**config.mk**
```make
export PLATFORM = sky130hd
export DESIGN_NAME = tpp_timer
export DESIGN_NICKNAME = d
export VERILOG_FILES = /design/src/inc/tpp_pkg.sv /design/src/hw/tpp_prescaler.sv /design/src/hw/tpp_timer.sv
export SDC_FILE = /design/constraint.sdc
export NUM_CORES = 1
export LEC_CHECK = 0
export BUFFER_PORTS_ARGS = -buffer_cell sky130_fd_sc_hd__buf_2
export CAP_MARGIN = 20
export CORE_ASPECT_RATIO = 1.4
export CORE_MARGIN = 3
export CORE_UTILIZATION = 30
export CTS_CLUSTER_SIZE = 40
export DETAILED_ROUTE_END_ITERATION = 16
export GPL_ROUTABILITY_DRIVEN = 1
export PLACE_DENSITY = 0.46
export SETUP_SLACK_MARGIN = 0.4
export SLEW_MARGIN = 20
export SYNTH_ARGS = -nofsm -noshare
export SYNTH_HDL_FRONTEND = slang
export SYNTH_SLANG_ARGS = --single-unit
```
**constraint.sdc**
```tcl
create_clock -name clk_i -period 7.61 [get_ports clk_i]
set_input_delay 0.3805 -clock clk_i [delete_from_list [all_inputs] [get_ports clk_i]]
set_output_delay 0.3805 -clock clk_i [all_outputs]
set_load 0.01 [all_outputs]
```
**src/inc/tpp_pkg.sv**
```systemverilog
// Constants and state types for the 8-bit timer with phase-correct PWM.
// Assumes the byte-wide register port of the timer core and a single I/O clock.
package tpp_pkg;

  // data-space offsets; I/O-space addresses sit below them by IO_OFFSET
  localparam logic [7:0] IO_OFFSET     = 8'h20;
  localparam logic [7:0] ADDR_CTRL_A   = 8'h44;
  localparam logic [7:0] ADDR_CTRL_B   = 8'h45;
  localparam logic [7:0] ADDR_COUNT    = 8'h46;
  localparam logic [7:0] ADDR_CMP_A    = 8'h47;
  localparam logic [7:0] ADDR_CMP_B    = 8'h48;
  localparam logic [7:0] ADDR_FLAGS    = 8'h4F;

  localparam logic [7:0] RESET_BYTE    = 8'h00;
  localparam logic [7:0] CTRL_A_MASK   = 8'hF3;
  localparam int         OUT_MODE_A_LSB = 6;
  localparam int         OUT_MODE_B_LSB = 4;
  localparam int         WGM_HI_BIT    = 3;
  localparam int         FLAG_OVF_BIT  = 0;
  localparam int         FLAG_CMPA_BIT = 1;
  localparam int         FLAG_CMPB_BIT = 2;

  localparam logic [7:0] BOTTOM        = 8'h00;
  localparam logic [7:0] MAX           = 8'hFF;
  localparam logic [7:0] CNT_STEP      = 8'h01;

  localparam logic [2:0] WGM_NORMAL    = 3'h0;
  localparam logic [2:0] WGM_PC_FF     = 3'h1;
  localparam logic [2:0] WGM_CTC       = 3'h2;
  localparam logic [2:0] WGM_FAST_FF   = 3'h3;
  localparam logic [2:0] WGM_PC_OCR    = 3'h5;
  localparam logic [2:0] WGM_FAST_OCR  = 3'h7;

  localparam logic [1:0] COM_OFF       = 2'h0;
  localparam logic [1:0] COM_TOGGLE    = 2'h1;
  localparam logic [1:0] COM_CLEAR     = 2'h2;
  localparam logic [1:0] COM_SET       = 2'h3;

  // clock select codes and the divider masks they pick (1, 8, 64, 256, 1024)
  localparam logic [2:0] CS_DIV1       = 3'h1;
  localparam logic [2:0] CS_DIV8       = 3'h2;
  localparam logic [2:0] CS_DIV64      = 3'h3;
  localparam logic [2:0] CS_DIV256     = 3'h4;
  localparam logic [2:0] CS_DIV1024    = 3'h5;
  localparam logic [9:0] MASK_DIV1     = 10'h000;
  localparam logic [9:0] MASK_DIV8     = 10'h007;
  localparam logic [9:0] MASK_DIV64    = 10'h03F;
  localparam logic [9:0] MASK_DIV256   = 10'h0FF;
  localparam logic [9:0] MASK_DIV1024  = 10'h3FF;

  typedef struct packed {
    logic [9:0] div;
    logic       tick;
  } tpp_pre_state_type;

  typedef struct packed {
    logic [7:0]      ctrl_a;
    logic            wgm_hi;
    logic [2:0]      clk_sel;
    logic [7:0]      cnt;
    logic            dir_down;
    logic [1:0][7:0] ocr;
    logic [1:0][7:0] ocr_buf;
    logic [1:0]      wave;
    logic [1:0]      cmp_flag;
    logic            ovf;
    logic [7:0]      rdata;
    logic [1:0]      override;
    logic [1:0]      pin;
    logic [1:0]      pin_oe;
  } tpp_state_type;

endpackage : tpp_pkg

```
**src/hw/tpp_prescaler.sv**
```systemverilog
// Prescaler that turns the I/O clock into the timer tick enable.
// Assumes clock select comes from the timer core on the same clock.
`timescale 1ns/10ps
`default_nettype none
module tpp_prescaler
  import tpp_pkg::*;
(
  input  wire logic       clk_i,
  input  wire logic       rst_n_i,
  input  wire logic [2:0] sel_i,
  output logic            tick_o
);

  tpp_pre_state_type s_reg;
  tpp_pre_state_type s_next;

  function automatic logic [9:0] div_mask(input logic [2:0] sel);
    case (sel)
      CS_DIV1:    div_mask = MASK_DIV1;
      CS_DIV8:    div_mask = MASK_DIV8;
      CS_DIV64:   div_mask = MASK_DIV64;
      CS_DIV256:  div_mask = MASK_DIV256;
      default:    div_mask = MASK_DIV1024;
    endcase
  endfunction : div_mask

  logic running;
  assign running = (sel_i >= CS_DIV1) && (sel_i <= CS_DIV1024);

  always_comb begin
    s_next = s_reg;
    if (running) begin
      s_next.div  = s_reg.div + 10'h001;
      s_next.tick = (s_reg.div & div_mask(sel_i)) == div_mask(sel_i);
    end else begin
      // stopped clock: restart the divider so the first tick is a full period
      s_next.div  = 10'h000;
      s_next.tick = 1'b0;
    end
  end

  always_ff @(posedge clk_i or negedge rst_n_i) begin
    if (!rst_n_i) begin
      s_reg <= '0;
    end else begin
      s_reg <= s_next;
    end
  end

  assign tick_o = s_reg.tick;

endmodule : tpp_prescaler
`default_nettype wire

```
**src/hw/tpp_timer.sv**
```systemverilog
// 8-bit timer core: counter, waveform generation for two compare channels,
// register port at data-space or I/O-space addresses, pin override muxing.
// Assumes the CPU register port and the port logic run on clk_i.
// Behaviour
// - modes 0x1 and 0x5 count up to TOP, then down to BOTTOM, repeatedly.
// - phase-correct TOP is 0xFF in mode 0x1, compare A value in mode 0x5.
// - output mode 0x2 clears on up-count match, sets on down-count match.
// - output mode 0x3 sets on up-count match, clears on down-count match.
// - at TOP direction reverses; count holds TOP for exactly one tick.
// - phase-correct mode sets the overflow flag when the counter counts down from 1 to BOTTOM.
// - 8-bit TOP period is 510 ticks; tick is clock over 1/8/64/256/1024.
// - PWM output mode 0x1 toggles A only with high mode bit set.
// - compare A at BOTTOM gives constant low, at MAX constant high, inverted opposite.
// - compare leaving MAX makes the output at MAX the up-count match result.
// - up-counting from above the compare value misses that match, no change.
// - timer is synchronous to the I/O clock, tick acts as enable.
// - a nonzero channel A output mode overrides the pin's port function, except PWM mode 01 with the high mode bit clear.
// - non-PWM output modes 00/01/10/11 disconnect, toggle, clear, set on match.
// - fast PWM 10 clears on match, sets at BOTTOM; 11 the inverse.
// - fast PWM with compare at TOP and upper bit set ignores the match.
// - output mode 00 disconnects A and restores the port in every mode.
// - control A at data offset 0x44, I/O offset 0x24, reset 0x00.
// - control A holds mode A 7:6, mode B 5:4, low mode bits 1:0.
// - waveform mode is two control A bits plus one control B bit.
// - control B at 0x45 holds the high mode bit at bit 3, reset 0x00.
`timescale 1ns/10ps
`default_nettype none
module tpp_timer
  import tpp_pkg::*;
(
  input  wire logic       clk_i,
  input  wire logic       rst_n_i,
  input  wire logic [7:0] reg_addr_i,
  input  wire logic       reg_io_i,
  input  wire logic       reg_wr_i,
  input  wire logic       reg_rd_i,
  input  wire logic [7:0] reg_wdata_i,
  output logic      [7:0] reg_rdata_o,
  input  wire logic [1:0] port_out_i,
  input  wire logic [1:0] port_dir_i,
  output logic      [1:0] pin_o,
  output logic      [1:0] pin_oe_o,
  output logic      [1:0] override_o,
  output logic      [1:0] wave_out_o,
  output logic            overflow_flag_o
);

  tpp_state_type s_reg;
  tpp_state_type s_next;

  logic       tick;
  logic [2:0] wgm;
  logic       is_pc;
  logic       is_fast;
  logic       is_pwm;
  logic       is_ctc;
  logic [7:0] top_val;
  logic       at_top;
  logic [1:0] out_mode [2];
  logic [1:0] match;
  logic       wr_count;

  // address match in either space; I/O space is the data offset less IO_OFFSET
  function automatic logic reg_hit(input logic [7:0] addr, input logic io,
                                   input logic [7:0] target);
    logic [7:0] eff;
    eff = io ? 8'(addr + IO_OFFSET) : addr;
    reg_hit = (eff == target);
  endfunction : reg_hit

  tpp_prescaler u_prescaler (
    .clk_i   (clk_i),
    .rst_n_i (rst_n_i),
    .sel_i   (s_reg.clk_sel),
    .tick_o  (tick)
  );

  assign wgm      = {s_reg.wgm_hi, s_reg.ctrl_a[1:0]};
  assign is_pc    = (wgm == WGM_PC_FF) || (wgm == WGM_PC_OCR);
  assign is_fast  = (wgm == WGM_FAST_FF) || (wgm == WGM_FAST_OCR);
  assign is_pwm   = is_pc || is_fast;
  assign is_ctc   = (wgm == WGM_CTC);
  assign top_val  = (wgm == WGM_PC_OCR || wgm == WGM_FAST_OCR || is_ctc) ? s_reg.ocr[0] : MAX;
  assign at_top   = (s_reg.cnt == top_val);
  assign out_mode[0] = s_reg.ctrl_a[OUT_MODE_A_LSB +: 2];
  assign out_mode[1] = s_reg.ctrl_a[OUT_MODE_B_LSB +: 2];
  assign wr_count = reg_wr_i && reg_hit(reg_addr_i, reg_io_i, ADDR_COUNT);

  // only equality matches, so a count above the compare value passes by silently
  assign match[0] = tick && (s_reg.cnt == s_reg.ocr[0]);
  assign match[1] = tick && (s_reg.cnt == s_reg.ocr[1]);

  always_comb begin
    logic up_eff;
    logic toggle_ok;
    logic connected;
    logic ovf_set;
    up_eff    = 1'b0;
    ovf_set   = 1'b0;
    toggle_ok = 1'b0;
    connected = 1'b0;
    s_next    = s_reg;
    s_next.rdata = RESET_BYTE;
    // event only here, so a clear in the same cycle cannot swallow it
    s_next.ovf = 1'b0;

    // counter sequencing, advanced only on the prescaled tick
    if (tick) begin
      if (is_pc) begin
        if (!s_reg.dir_down) begin
          if (at_top) begin
            s_next.dir_down = 1'b1;
            s_next.cnt = (top_val == BOTTOM) ? BOTTOM : s_reg.cnt - CNT_STEP;
            s_next.ocr = s_reg.ocr_buf;
          end else begin
            s_next.cnt = s_reg.cnt + CNT_STEP;
          end
        end else if (s_reg.cnt == BOTTOM) begin
          s_next.dir_down = 1'b0;
          s_next.cnt = s_reg.cnt + CNT_STEP;
        end else begin
          s_next.cnt = s_reg.cnt - CNT_STEP;
          if (s_reg.cnt == CNT_STEP) begin
            s_next.ovf = 1'b1;
          end
        end
      end else if (is_fast) begin
        s_next.dir_down = 1'b0;
        if (at_top) begin
          s_next.cnt = BOTTOM;
          s_next.ocr = s_reg.ocr_buf;
          s_next.ovf = 1'b1;
        end else begin
          s_next.cnt = s_reg.cnt + CNT_STEP;
        end
      end else begin
        s_next.dir_down = 1'b0;
        if (is_ctc && at_top) begin
          s_next.cnt = BOTTOM;
        end else begin
          s_next.cnt = s_reg.cnt + CNT_STEP;
        end
        if (s_reg.cnt == MAX) begin
          s_next.ovf = 1'b1;
        end
      end
    end
    ovf_set    = s_next.ovf;
    s_next.ovf = s_reg.ovf || ovf_set;

    // waveform per channel; channel 1 never gets the PWM toggle
    for (int ch = 0; ch < 2; ch++) begin
      toggle_ok = (ch == 0) && s_reg.wgm_hi;
      up_eff = (s_reg.cnt == BOTTOM) || (!s_reg.dir_down && !at_top);
      if (match[ch]) begin
        s_next.cmp_flag[ch] = 1'b1;
      end
      if (!is_pwm) begin
        if (match[ch]) begin
          case (out_mode[ch])
            COM_TOGGLE: s_next.wave[ch] = ~s_reg.wave[ch];
            COM_CLEAR:  s_next.wave[ch] = 1'b0;
            COM_SET:    s_next.wave[ch] = 1'b1;
            default:    s_next.wave[ch] = s_reg.wave[ch];
          endcase
        end
      end else if (out_mode[ch] == COM_TOGGLE) begin
        if (match[ch] && toggle_ok) begin
          s_next.wave[ch] = ~s_reg.wave[ch];
        end
      end else if (out_mode[ch][1]) begin
        if (is_fast) begin
          // a match at TOP would fight the BOTTOM action, so it is dropped
          if (match[ch] && !(s_reg.ocr[ch] == top_val)) begin
            s_next.wave[ch] = out_mode[ch][0];
          end
          if (tick && at_top) begin
            s_next.wave[ch] = ~out_mode[ch][0];
          end
        end else begin
          // BOTTOM counts as up and TOP as down, giving the constant extremes
          if (match[ch]) begin
            s_next.wave[ch] = up_eff ? out_mode[ch][0] : ~out_mode[ch][0];
          end
          if (tick && at_top && !s_reg.dir_down && s_reg.ocr[ch] == MAX &&
              s_reg.ocr_buf[ch] != MAX) begin
            s_next.wave[ch] = out_mode[ch][0];
          end
        end
      end
      connected = (out_mode[ch] != COM_OFF) &&
                  !(is_pwm && out_mode[ch] == COM_TOGGLE && !toggle_ok);
      s_next.override[ch] = connected;
      s_next.pin[ch]      = connected ? s_next.wave[ch] : port_out_i[ch];
      s_next.pin_oe[ch]   = port_dir_i[ch];
    end

    // register writes; a software write to the count beats counting
    if (reg_wr_i) begin
      if (reg_hit(reg_addr_i, reg_io_i, ADDR_CTRL_A)) begin
        s_next.ctrl_a = reg_wdata_i & CTRL_A_MASK;
      end
      if (reg_hit(reg_addr_i, reg_io_i, ADDR_CTRL_B)) begin
        s_next.wgm_hi  = reg_wdata_i[WGM_HI_BIT];
        s_next.clk_sel = reg_wdata_i[2:0];
      end
      if (wr_count) begin
        s_next.cnt = reg_wdata_i;
      end
      if (reg_hit(reg_addr_i, reg_io_i, ADDR_CMP_A)) begin
        s_next.ocr_buf[0] = reg_wdata_i;
        if (!is_pwm) begin
          s_next.ocr[0] = reg_wdata_i;
        end
      end
      if (reg_hit(reg_addr_i, reg_io_i, ADDR_CMP_B)) begin
        s_next.ocr_buf[1] = reg_wdata_i;
        if (!is_pwm) begin
          s_next.ocr[1] = reg_wdata_i;
        end
      end
      // write one to clear; a flag set in the same cycle survives
      if (reg_hit(reg_addr_i, reg_io_i, ADDR_FLAGS)) begin
        s_next.ovf = (s_reg.ovf && !reg_wdata_i[FLAG_OVF_BIT]) || ovf_set;
        s_next.cmp_flag[0] = (s_reg.cmp_flag[0] && !reg_wdata_i[FLAG_CMPA_BIT]) || match[0];
        s_next.cmp_flag[1] = (s_reg.cmp_flag[1] && !reg_wdata_i[FLAG_CMPB_BIT]) || match[1];
      end
    end

    if (reg_rd_i) begin
      if (reg_hit(reg_addr_i, reg_io_i, ADDR_CTRL_A)) begin
        s_next.rdata = s_reg.ctrl_a;
      end else if (reg_hit(reg_addr_i, reg_io_i, ADDR_CTRL_B)) begin
        s_next.rdata = {4'h0, s_reg.wgm_hi, s_reg.clk_sel};
      end else if (reg_hit(reg_addr_i, reg_io_i, ADDR_COUNT)) begin
        s_next.rdata = s_reg.cnt;
      end else if (reg_hit(reg_addr_i, reg_io_i, ADDR_CMP_A)) begin
        s_next.rdata = s_reg.ocr_buf[0];
      end else if (reg_hit(reg_addr_i, reg_io_i, ADDR_CMP_B)) begin
        s_next.rdata = s_reg.ocr_buf[1];
      end else if (reg_hit(reg_addr_i, reg_io_i, ADDR_FLAGS)) begin
        s_next.rdata = {5'h00, s_reg.cmp_flag, s_reg.ovf};
      end
    end
  end

  always_ff @(posedge clk_i or negedge rst_n_i) begin
    if (!rst_n_i) begin
      s_reg <= '0;
    end else begin
      s_reg <= s_next;
    end
  end

  assign reg_rdata_o     = s_reg.rdata;
  assign pin_o           = s_reg.pin;
  assign pin_oe_o        = s_reg.pin_oe;
  assign override_o      = s_reg.override;
  assign wave_out_o      = s_reg.wave;
  assign overflow_flag_o = s_reg.ovf;

  property p_pc_up_step;
    @(posedge clk_i) disable iff (!rst_n_i)
    (tick && is_pc && !s_reg.dir_down && !at_top && !wr_count)
      |=> (s_reg.cnt == 8'($past(s_reg.cnt) + CNT_STEP));
  endproperty
  a_pc_up_step: assert property (p_pc_up_step) else $error("up-count step wrong");

  property p_top_once;
    @(posedge clk_i) disable iff (!rst_n_i)
    (tick && is_pc && !s_reg.dir_down && at_top && top_val != BOTTOM && !wr_count)
      |=> (s_reg.dir_down && s_reg.cnt == 8'($past(s_reg.cnt) - CNT_STEP));
  endproperty
  a_top_once: assert property (p_top_once) else $error("no turn at TOP");

  property p_ovf_bottom;
    @(posedge clk_i) disable iff (!rst_n_i)
    (tick && is_pc && s_reg.dir_down && s_reg.cnt == CNT_STEP && !wr_count)
      |=> (s_reg.ovf && s_reg.cnt == BOTTOM);
  endproperty
  a_ovf_bottom: assert property (p_ovf_bottom) else $error("overflow missing at BOTTOM");

  property p_clr_up;
    @(posedge clk_i) disable iff (!rst_n_i)
    (is_pc && out_mode[0] == COM_CLEAR && match[0] && !s_reg.dir_down && !at_top)
      |=> !s_reg.wave[0];
  endproperty
  a_clr_up: assert property (p_clr_up) else $error("up match did not clear");

  property p_set_up;
    @(posedge clk_i) disable iff (!rst_n_i)
    (is_pc && out_mode[0] == COM_SET && match[0] && !s_reg.dir_down && !at_top)
      |=> s_reg.wave[0];
  endproperty
  a_set_up: assert property (p_set_up) else $error("inverted up match did not set");

  property p_fast_bottom;
    @(posedge clk_i) disable iff (!rst_n_i)
    (tick && is_fast && out_mode[0] == COM_CLEAR && at_top) |=> s_reg.wave[0];
  endproperty
  a_fast_bottom: assert property (p_fast_bottom) else $error("fast PWM not set at BOTTOM");

  property p_disconnect;
    @(posedge clk_i) disable iff (!rst_n_i)
    (out_mode[0] == COM_OFF) |=> (!s_reg.override[0] && s_reg.pin[0] == $past(port_out_i[0]));
  endproperty
  a_disconnect: assert property (p_disconnect) else $error("pin A not returned to port");

  property p_override;
    @(posedge clk_i) disable iff (!rst_n_i)
    (!is_pwm && out_mode[0] != COM_OFF) |=> s_reg.override[0];
  endproperty
  a_override: assert property (p_override) else $error("pin A not overridden");

  property p_ctrl_write;
    @(posedge clk_i) disable iff (!rst_n_i)
    (reg_wr_i && reg_hit(reg_addr_i, reg_io_i, ADDR_CTRL_A))
      |=> (s_reg.ctrl_a == ($past(reg_wdata_i) & CTRL_A_MASK));
  endproperty
  a_ctrl_write: assert property (p_ctrl_write) else $error("control A write wrong");

  property p_hold;
    @(posedge clk_i) disable iff (!rst_n_i)
    (!tick && !wr_count) |=> $stable(s_reg.cnt);
  endproperty
  a_hold: assert property (p_hold) else $error("count moved without tick");

  property p_max_leave;
    @(posedge clk_i) disable iff (!rst_n_i)
    (tick && is_pc && out_mode[0][1] && !s_reg.dir_down && at_top &&
     s_reg.ocr[0] == MAX && s_reg.ocr_buf[0] != MAX)
      |=> (s_reg.wave[0] == $past(s_reg.ctrl_a[OUT_MODE_A_LSB]));
  endproperty
  a_max_leave: assert property (p_max_leave) else $error("no symmetric level at MAX");

  property p_fast_top;
    @(posedge clk_i) disable iff (!rst_n_i)
    (tick && is_fast && out_mode[0][1] && s_reg.ocr[0] == top_val && at_top)
      |=> (s_reg.wave[0] == !$past(s_reg.ctrl_a[OUT_MODE_A_LSB]));
  endproperty
  a_fast_top: assert property (p_fast_top) else $error("match at TOP not ignored");

  property p_b_no_toggle;
    @(posedge clk_i) disable iff (!rst_n_i)
    (is_pwm && out_mode[1] == COM_TOGGLE) |=> !s_reg.override[1];
  endproperty
  a_b_no_toggle: assert property (p_b_no_toggle) else $error("pin B toggle connected");

endmodule : tpp_timer
`default_nettype wire

```
=== After elaboration in Yosys (flattened, before gate mapping) ===
Cells that the tools add are included.

* Logic and storage cells: 185
* Bits in registers: 81
* Output and inout port bits: 17

* Equality and inequality tests: 33
* Reduce and logical (&&, ||, !) cells: 51
* Multiplexer cells: 72
* Bitwise gates (word level): 5
* Order comparisons: 2
* Add/sub/neg operators: 4

{| class="wikitable"
|+ Operators by type and width
! cell !! number
|-
| 2-to-1 mux 8 bit || 21
|-
| 2-to-1 mux 25 bit || 2
|-
| == test 8 x 7 -> 1 bit (second input constant) || 6
|-
| 2-to-1 mux 16 bit || 3
|-
| == test 8 bit || 5
|-
| one-hot mux 10 bit (4 select lines) || 1
|-
| 2-to-1 mux 1 bit || 34
|-
| 2-to-1 mux 32 bit || 1
|-
| == test 8 bit (second input constant) || 3
|-
| logical AND 1 bit || 23
|-
| 2-to-1 mux 9 bit || 2
|-
| 2-to-1 mux 17 bit || 1
|-
| logical NOT 8 bit || 2
|-
| != test 8 bit (second input constant) || 2
|-
| == test 3 x 2 -> 1 bit (second input constant) || 4
|-
| 2-to-1 mux 11 bit || 1
|-
| adder 10 x 1 -> 10 bit (second input constant) || 1
|-
| bitwise AND 10 bit || 1
|-
| == test 10 bit || 1
|-
| logical NOT 1 bit || 10
|-
| logical OR 1 bit || 10
|-
| 2-to-1 mux 10 bit || 1
|-
| == test 3 bit (second input constant) || 3
|-
| 2-to-1 mux 3 bit || 3
|-
| 13 further kinds || 26
|}

=== Depth between registers and ports, before layout ===
* Depth in word-level cells: 16
* Gate-level depth with buffers: 13
* Mapped depth without buffers: 9

=== By module ===
A second synthesis with hierarchy kept.

* Cell total of the unflattened synthesis: 618
* Area total of the unflattened synthesis: 5,481.5 um^2

{| class="wikitable"
|+ Modules (own cells, without submodules)
! module !! sequential area each (um^2) !! instances !! area each (um^2) !! cells an instance
|-
| tpp_timer || 1,751.7 || 1 || 4,933.5 || 563
|-
| tpp_prescaler || 275.3 || 1 || 548.0 || 55
|}

=== Least setup slack after synthesis ===
Ideal clock, no wire load.

* Path type: register -> register
* Start: register s_reg[38] (netlist name)
* End: register s_reg[41] (netlist name)
* Arrival: 2,744 ps
* Stages on the path, launching flop included: 12
* Data required time: 7,478 ps
* Slack: 4,734 ps
* Path buffers: 3
* Clock period less this slack: 2,876 ps
* Setup time: 132 ps
* Path through: dfrtp_1 -> buf_6 -> or4b_1 -> o211a_1 -> nor4_1 -> nand4_1 -> or2_1 -> buf_2 -> a211oi_4 -> buf_6 -> mux2i_1 -> o21ai_1

{| class="wikitable"
|+ RTL lines
! element !! line !! source
|-
| start: declaration || tpp_timer.sv:48 || <nowiki>tpp_state_type s_reg;</nowiki>
|-
| start signal: assignment || tpp_timer.sv:251 || <nowiki>s_reg <= s_next;</nowiki>
|}

==> reports/results.tsv <==
stage	metric	value	unit
sta	setup_viol	0	
final_layout	finalNetCount	634	
route	vias_per_cell	5.46	
logic_synthesis	yosysMostFrequentCell	dfrtp_1	
route	ant_nets	0	
final_layout	multi_input_area	3020	µm²
sta	tns	0	ns
setup_path	worstSetupEndpointType	flip-flop	
final_layout	fill_cells	1831	
pwr	power	1.23	mW
clocking	htree_levels	3	
global_routing	first_global_vias	4487	
logic_synthesis	synthesis.nets	641	
setup_path	crit_slowest_cell	a211oi_4	
global_routing	grt_pass1_wl	27300	µm
route	dr.max_layer_used	met4	
sta	timing.fmax	214	MHz
flow_run	maxCapViolations	0	
final_layout	final_cells	843	
pwr	internal-power	0.866	mW
setup_path	critical-path-top-delay-family	simple AND/OR/NAND/NOR gates	
setup_path	cp_max_fo	25	
pwr	power_frac_seq	42.7	%
clocking	post_cts_resized	0	
clocking	clock_latency	0.34	ns
clocking	cts_buffer_depth	2	
outcome	status	complete, no violations	
logic_synthesis	synth_area	5430	µm²
sta	layout_min_cycle_time	4.67	ns
clocking	cts_buffers	9	
logic_synthesis	yosys-top-cells-area	dfrtp_1 (37%), mux2_2 (6.2%), nand2_1 (5.0%), o21ai_0 (4.1%), xnor2_1 (3.9%)	
setup_path	max_stage_delay	0.88	ns
route	met1_length	7610	µm
global_routing	antenna_found_initial	0	
final_layout	antenna_cells	0	
logic_synthesis	synth_top_flop_cell	dfrtp_1	
clocking	clk_pin_slew	0.07	ns
clocking	cts_root_buf	clkbuf_16	
route	wl	17700	µm
final_layout	layout-drive-gt1-share	15.5	%
pwr	p_sw	0.366	mW
clocking	cts_hold_buf	0	
route	dr_wl_met2	8950	µm
logic_synthesis	synth_top_area_share	37.3	%
route	met3_length	754	µm
sta	relSlewSlack	26.1	%
global_routing	grt_max_degree	82	
final_layout	regArea	2030	µm²
place	gp_congestion	0.888	
floorplan	io_pins	42	
sta	hold_viol	0	
place	dp_cells	828	
sta	rsz0062_at_grt	false	
sta	skew	0.00914	ns
pwr	total_leakage_power	2.31	nW
floorplan	die_h	165	µm
floorplan	num_rows	57	
setup_path	crit_arrival	4.84	ns
setup_path	critical_path_required	7.79	ns
floorplan	design.core.area	17500	µm²
logic_synthesis	yosysTopAreaCell	dfrtp_1	
route	vias	4603	
place	portBuffers	41	
sta	worstMarginPinSlew	1.10	ns
setup_path	worstSetupPathType	reg -> reg	
logic_synthesis	syn_inst	610	
worst_hold_path	hold_class	in -> async	
final_layout	largest_reg_flops	49	
logic_synthesis	ys_async_sr_fraction	100	%
setup_path	worstPathCellList	nand2_1 > o211a_1 > nor4_1 > nand4_1 > or2_1 > a211oi_4 > mux2i_1 > o21ai_0	
logic_synthesis	ys_types	67	
sta	drv_slew	0	
pwr	clkPwrFrac	41.2	%
floorplan	initial_core_util	31.0	%
clocking	cts_tree	yes	
pwr	power_frac_comb	16.1	%
pwr	p_per_area	206	nW/µm²
place	hpwl	12900	µm
logic_synthesis	ys_seq_area_share	37.3	%
route	wl_per_cell	21.0	µm
route	drt-initial-drc-count	461	
route	dr.pass1.iters	7	
floorplan	die_width	120	µm
setup_path	crit_buf_inv	0	
global_routing	grt_overflow	0	
global_routing	track_usage	18.3	%
clocking	postCtsSetupRepairBufs	0	
pwr	vdd_ir_drop_max	102	µV
logic_synthesis	synth_edf_count	0	
logic_synthesis	syn_avg_cell_area	8.91	µm²
floorplan	dieArea	19800	µm²
route	drc	0	
clocking	numClockSinks	81	
logic_synthesis	yosys-top-cells-count	dfrtp_1 (81), nand2_1 (72), o21ai_0 (45)	
logic_synthesis	synthesis.yosys.warnings	0	
sta	post-route-period-util	61.3	%
logic_synthesis	yosys_register_bits	81	
pwr	netSwitchingFraction	29.7	%
final_layout	area_growth	9.90	%
setup_path	critPathLaunchType	flip-flop	
==> kinds of logic (layout without fill, tap and decap cells) <==
family | Yosys count | in the layout | synth area share (%)
AO/OA/AOI/OAI | 150 | 150 | 18.7
adder cells (fa/ha/maj) | 6 | 6 | 1.38
multiplexers | 50 | 50 | 9.90
XOR/XNOR | 33 | 33 | 5.32
buffers and inverters | 78 | 75 | 7.14
flip-flops | 81 | 81 | 37.3
AND/OR/NAND/NOR | 212 | 212 | 20.2
==> worst reg2reg max path, delay by kind of cell (launching register included) <==
kind            cells  cell delay [ns]
simple gates        4             1.98
compound gates      3             1.40
flops               1             0.86
mux                 1             0.26
==> per-layer routing <==
| layer | global-route usage [%] | up-vias |
|---|---|---|
| li1 | - | 2185 |
| met1 | 23.4 | 2256 |
| met2 | 31.3 | 141 |
| met3 | 2.69 | 21 |
| met4 | 7.03 | 0 |
| met5 | 0 | - |
==> cells in the final DEF (no fill, tap or decap), types with 20 or more instances in the layout <==
master	count
nor2_1	29
dfrtp_1	81
a21oi_1	20
o21ai_0	45
mux2i_1	20
nand2_1	72
buf_2	40
xnor2_1	24
nand3_1	20
mux2_2	30
==> power by group through the flow <==
stage,Clock (mW),Sequential (mW),Combinational (mW)
global placement,0,0.532,0.197
finish,0.508,0.526,0.198
detailed placement,0,0.532,0.199
floorplan,0,0.483,0.173
CTS,0.520,0.524,0.201
global route,0.539,0.530,0.224
==> final timing paths <==
check / startpoint / endpoint / slack (ns) / depth (start not counted)
setup / recovery: s_reg[64]$_DFFE_PN0P_ / s_reg[43]$_DFF_PN0_ / 2.94 / 8
hold / removal: rst_n_i / pin_oe_o[0]$_DFF_PN0_ / 0.08 / 1
setup reg to reg: s_reg[64]$_DFFE_PN0P_ / s_reg[43]$_DFF_PN0_ / 2.94 / 8
hold reg to reg: u_prescaler.s_reg[1]$_DFF_PN0_ / u_prescaler.s_reg[1]$_DFF_PN0_ / 0.46 / 1
max in group asynchronous: rst_n_i / s_reg[52]$_DFF_PN0_ / 7.00 / 1
min in group clk_i: port_dir_i[1] / pin_oe_o[1]$_DFF_PN0_ / 0.14 / 1
==> metrics by stage <==
stage                     cell area [µm²]  worst slack, ns  hold slack [ns]  utilization, %
final                                5970             2.94           0.0755            34.0
after global routing                 5970             2.60            0.123            34.0
after CTS                            5970             3.06            0.126            34.0
after detailed placement             5630             3.05            0.451            32.1
after global placement               5630             3.15            0.447            32.1
after floorplan                      5430             4.73           0.0849               -
==> area by class of cell <==
type	count	area share (%)
tap	236	4.94
inverter	17	1.07
clock inverter	6	1.93
clock buffer	9	3.77
multi-input combinational	451	50.6
timing repair buffer	43	3.79
sequential	81	33.9
(Power assumes the default switching activity.)
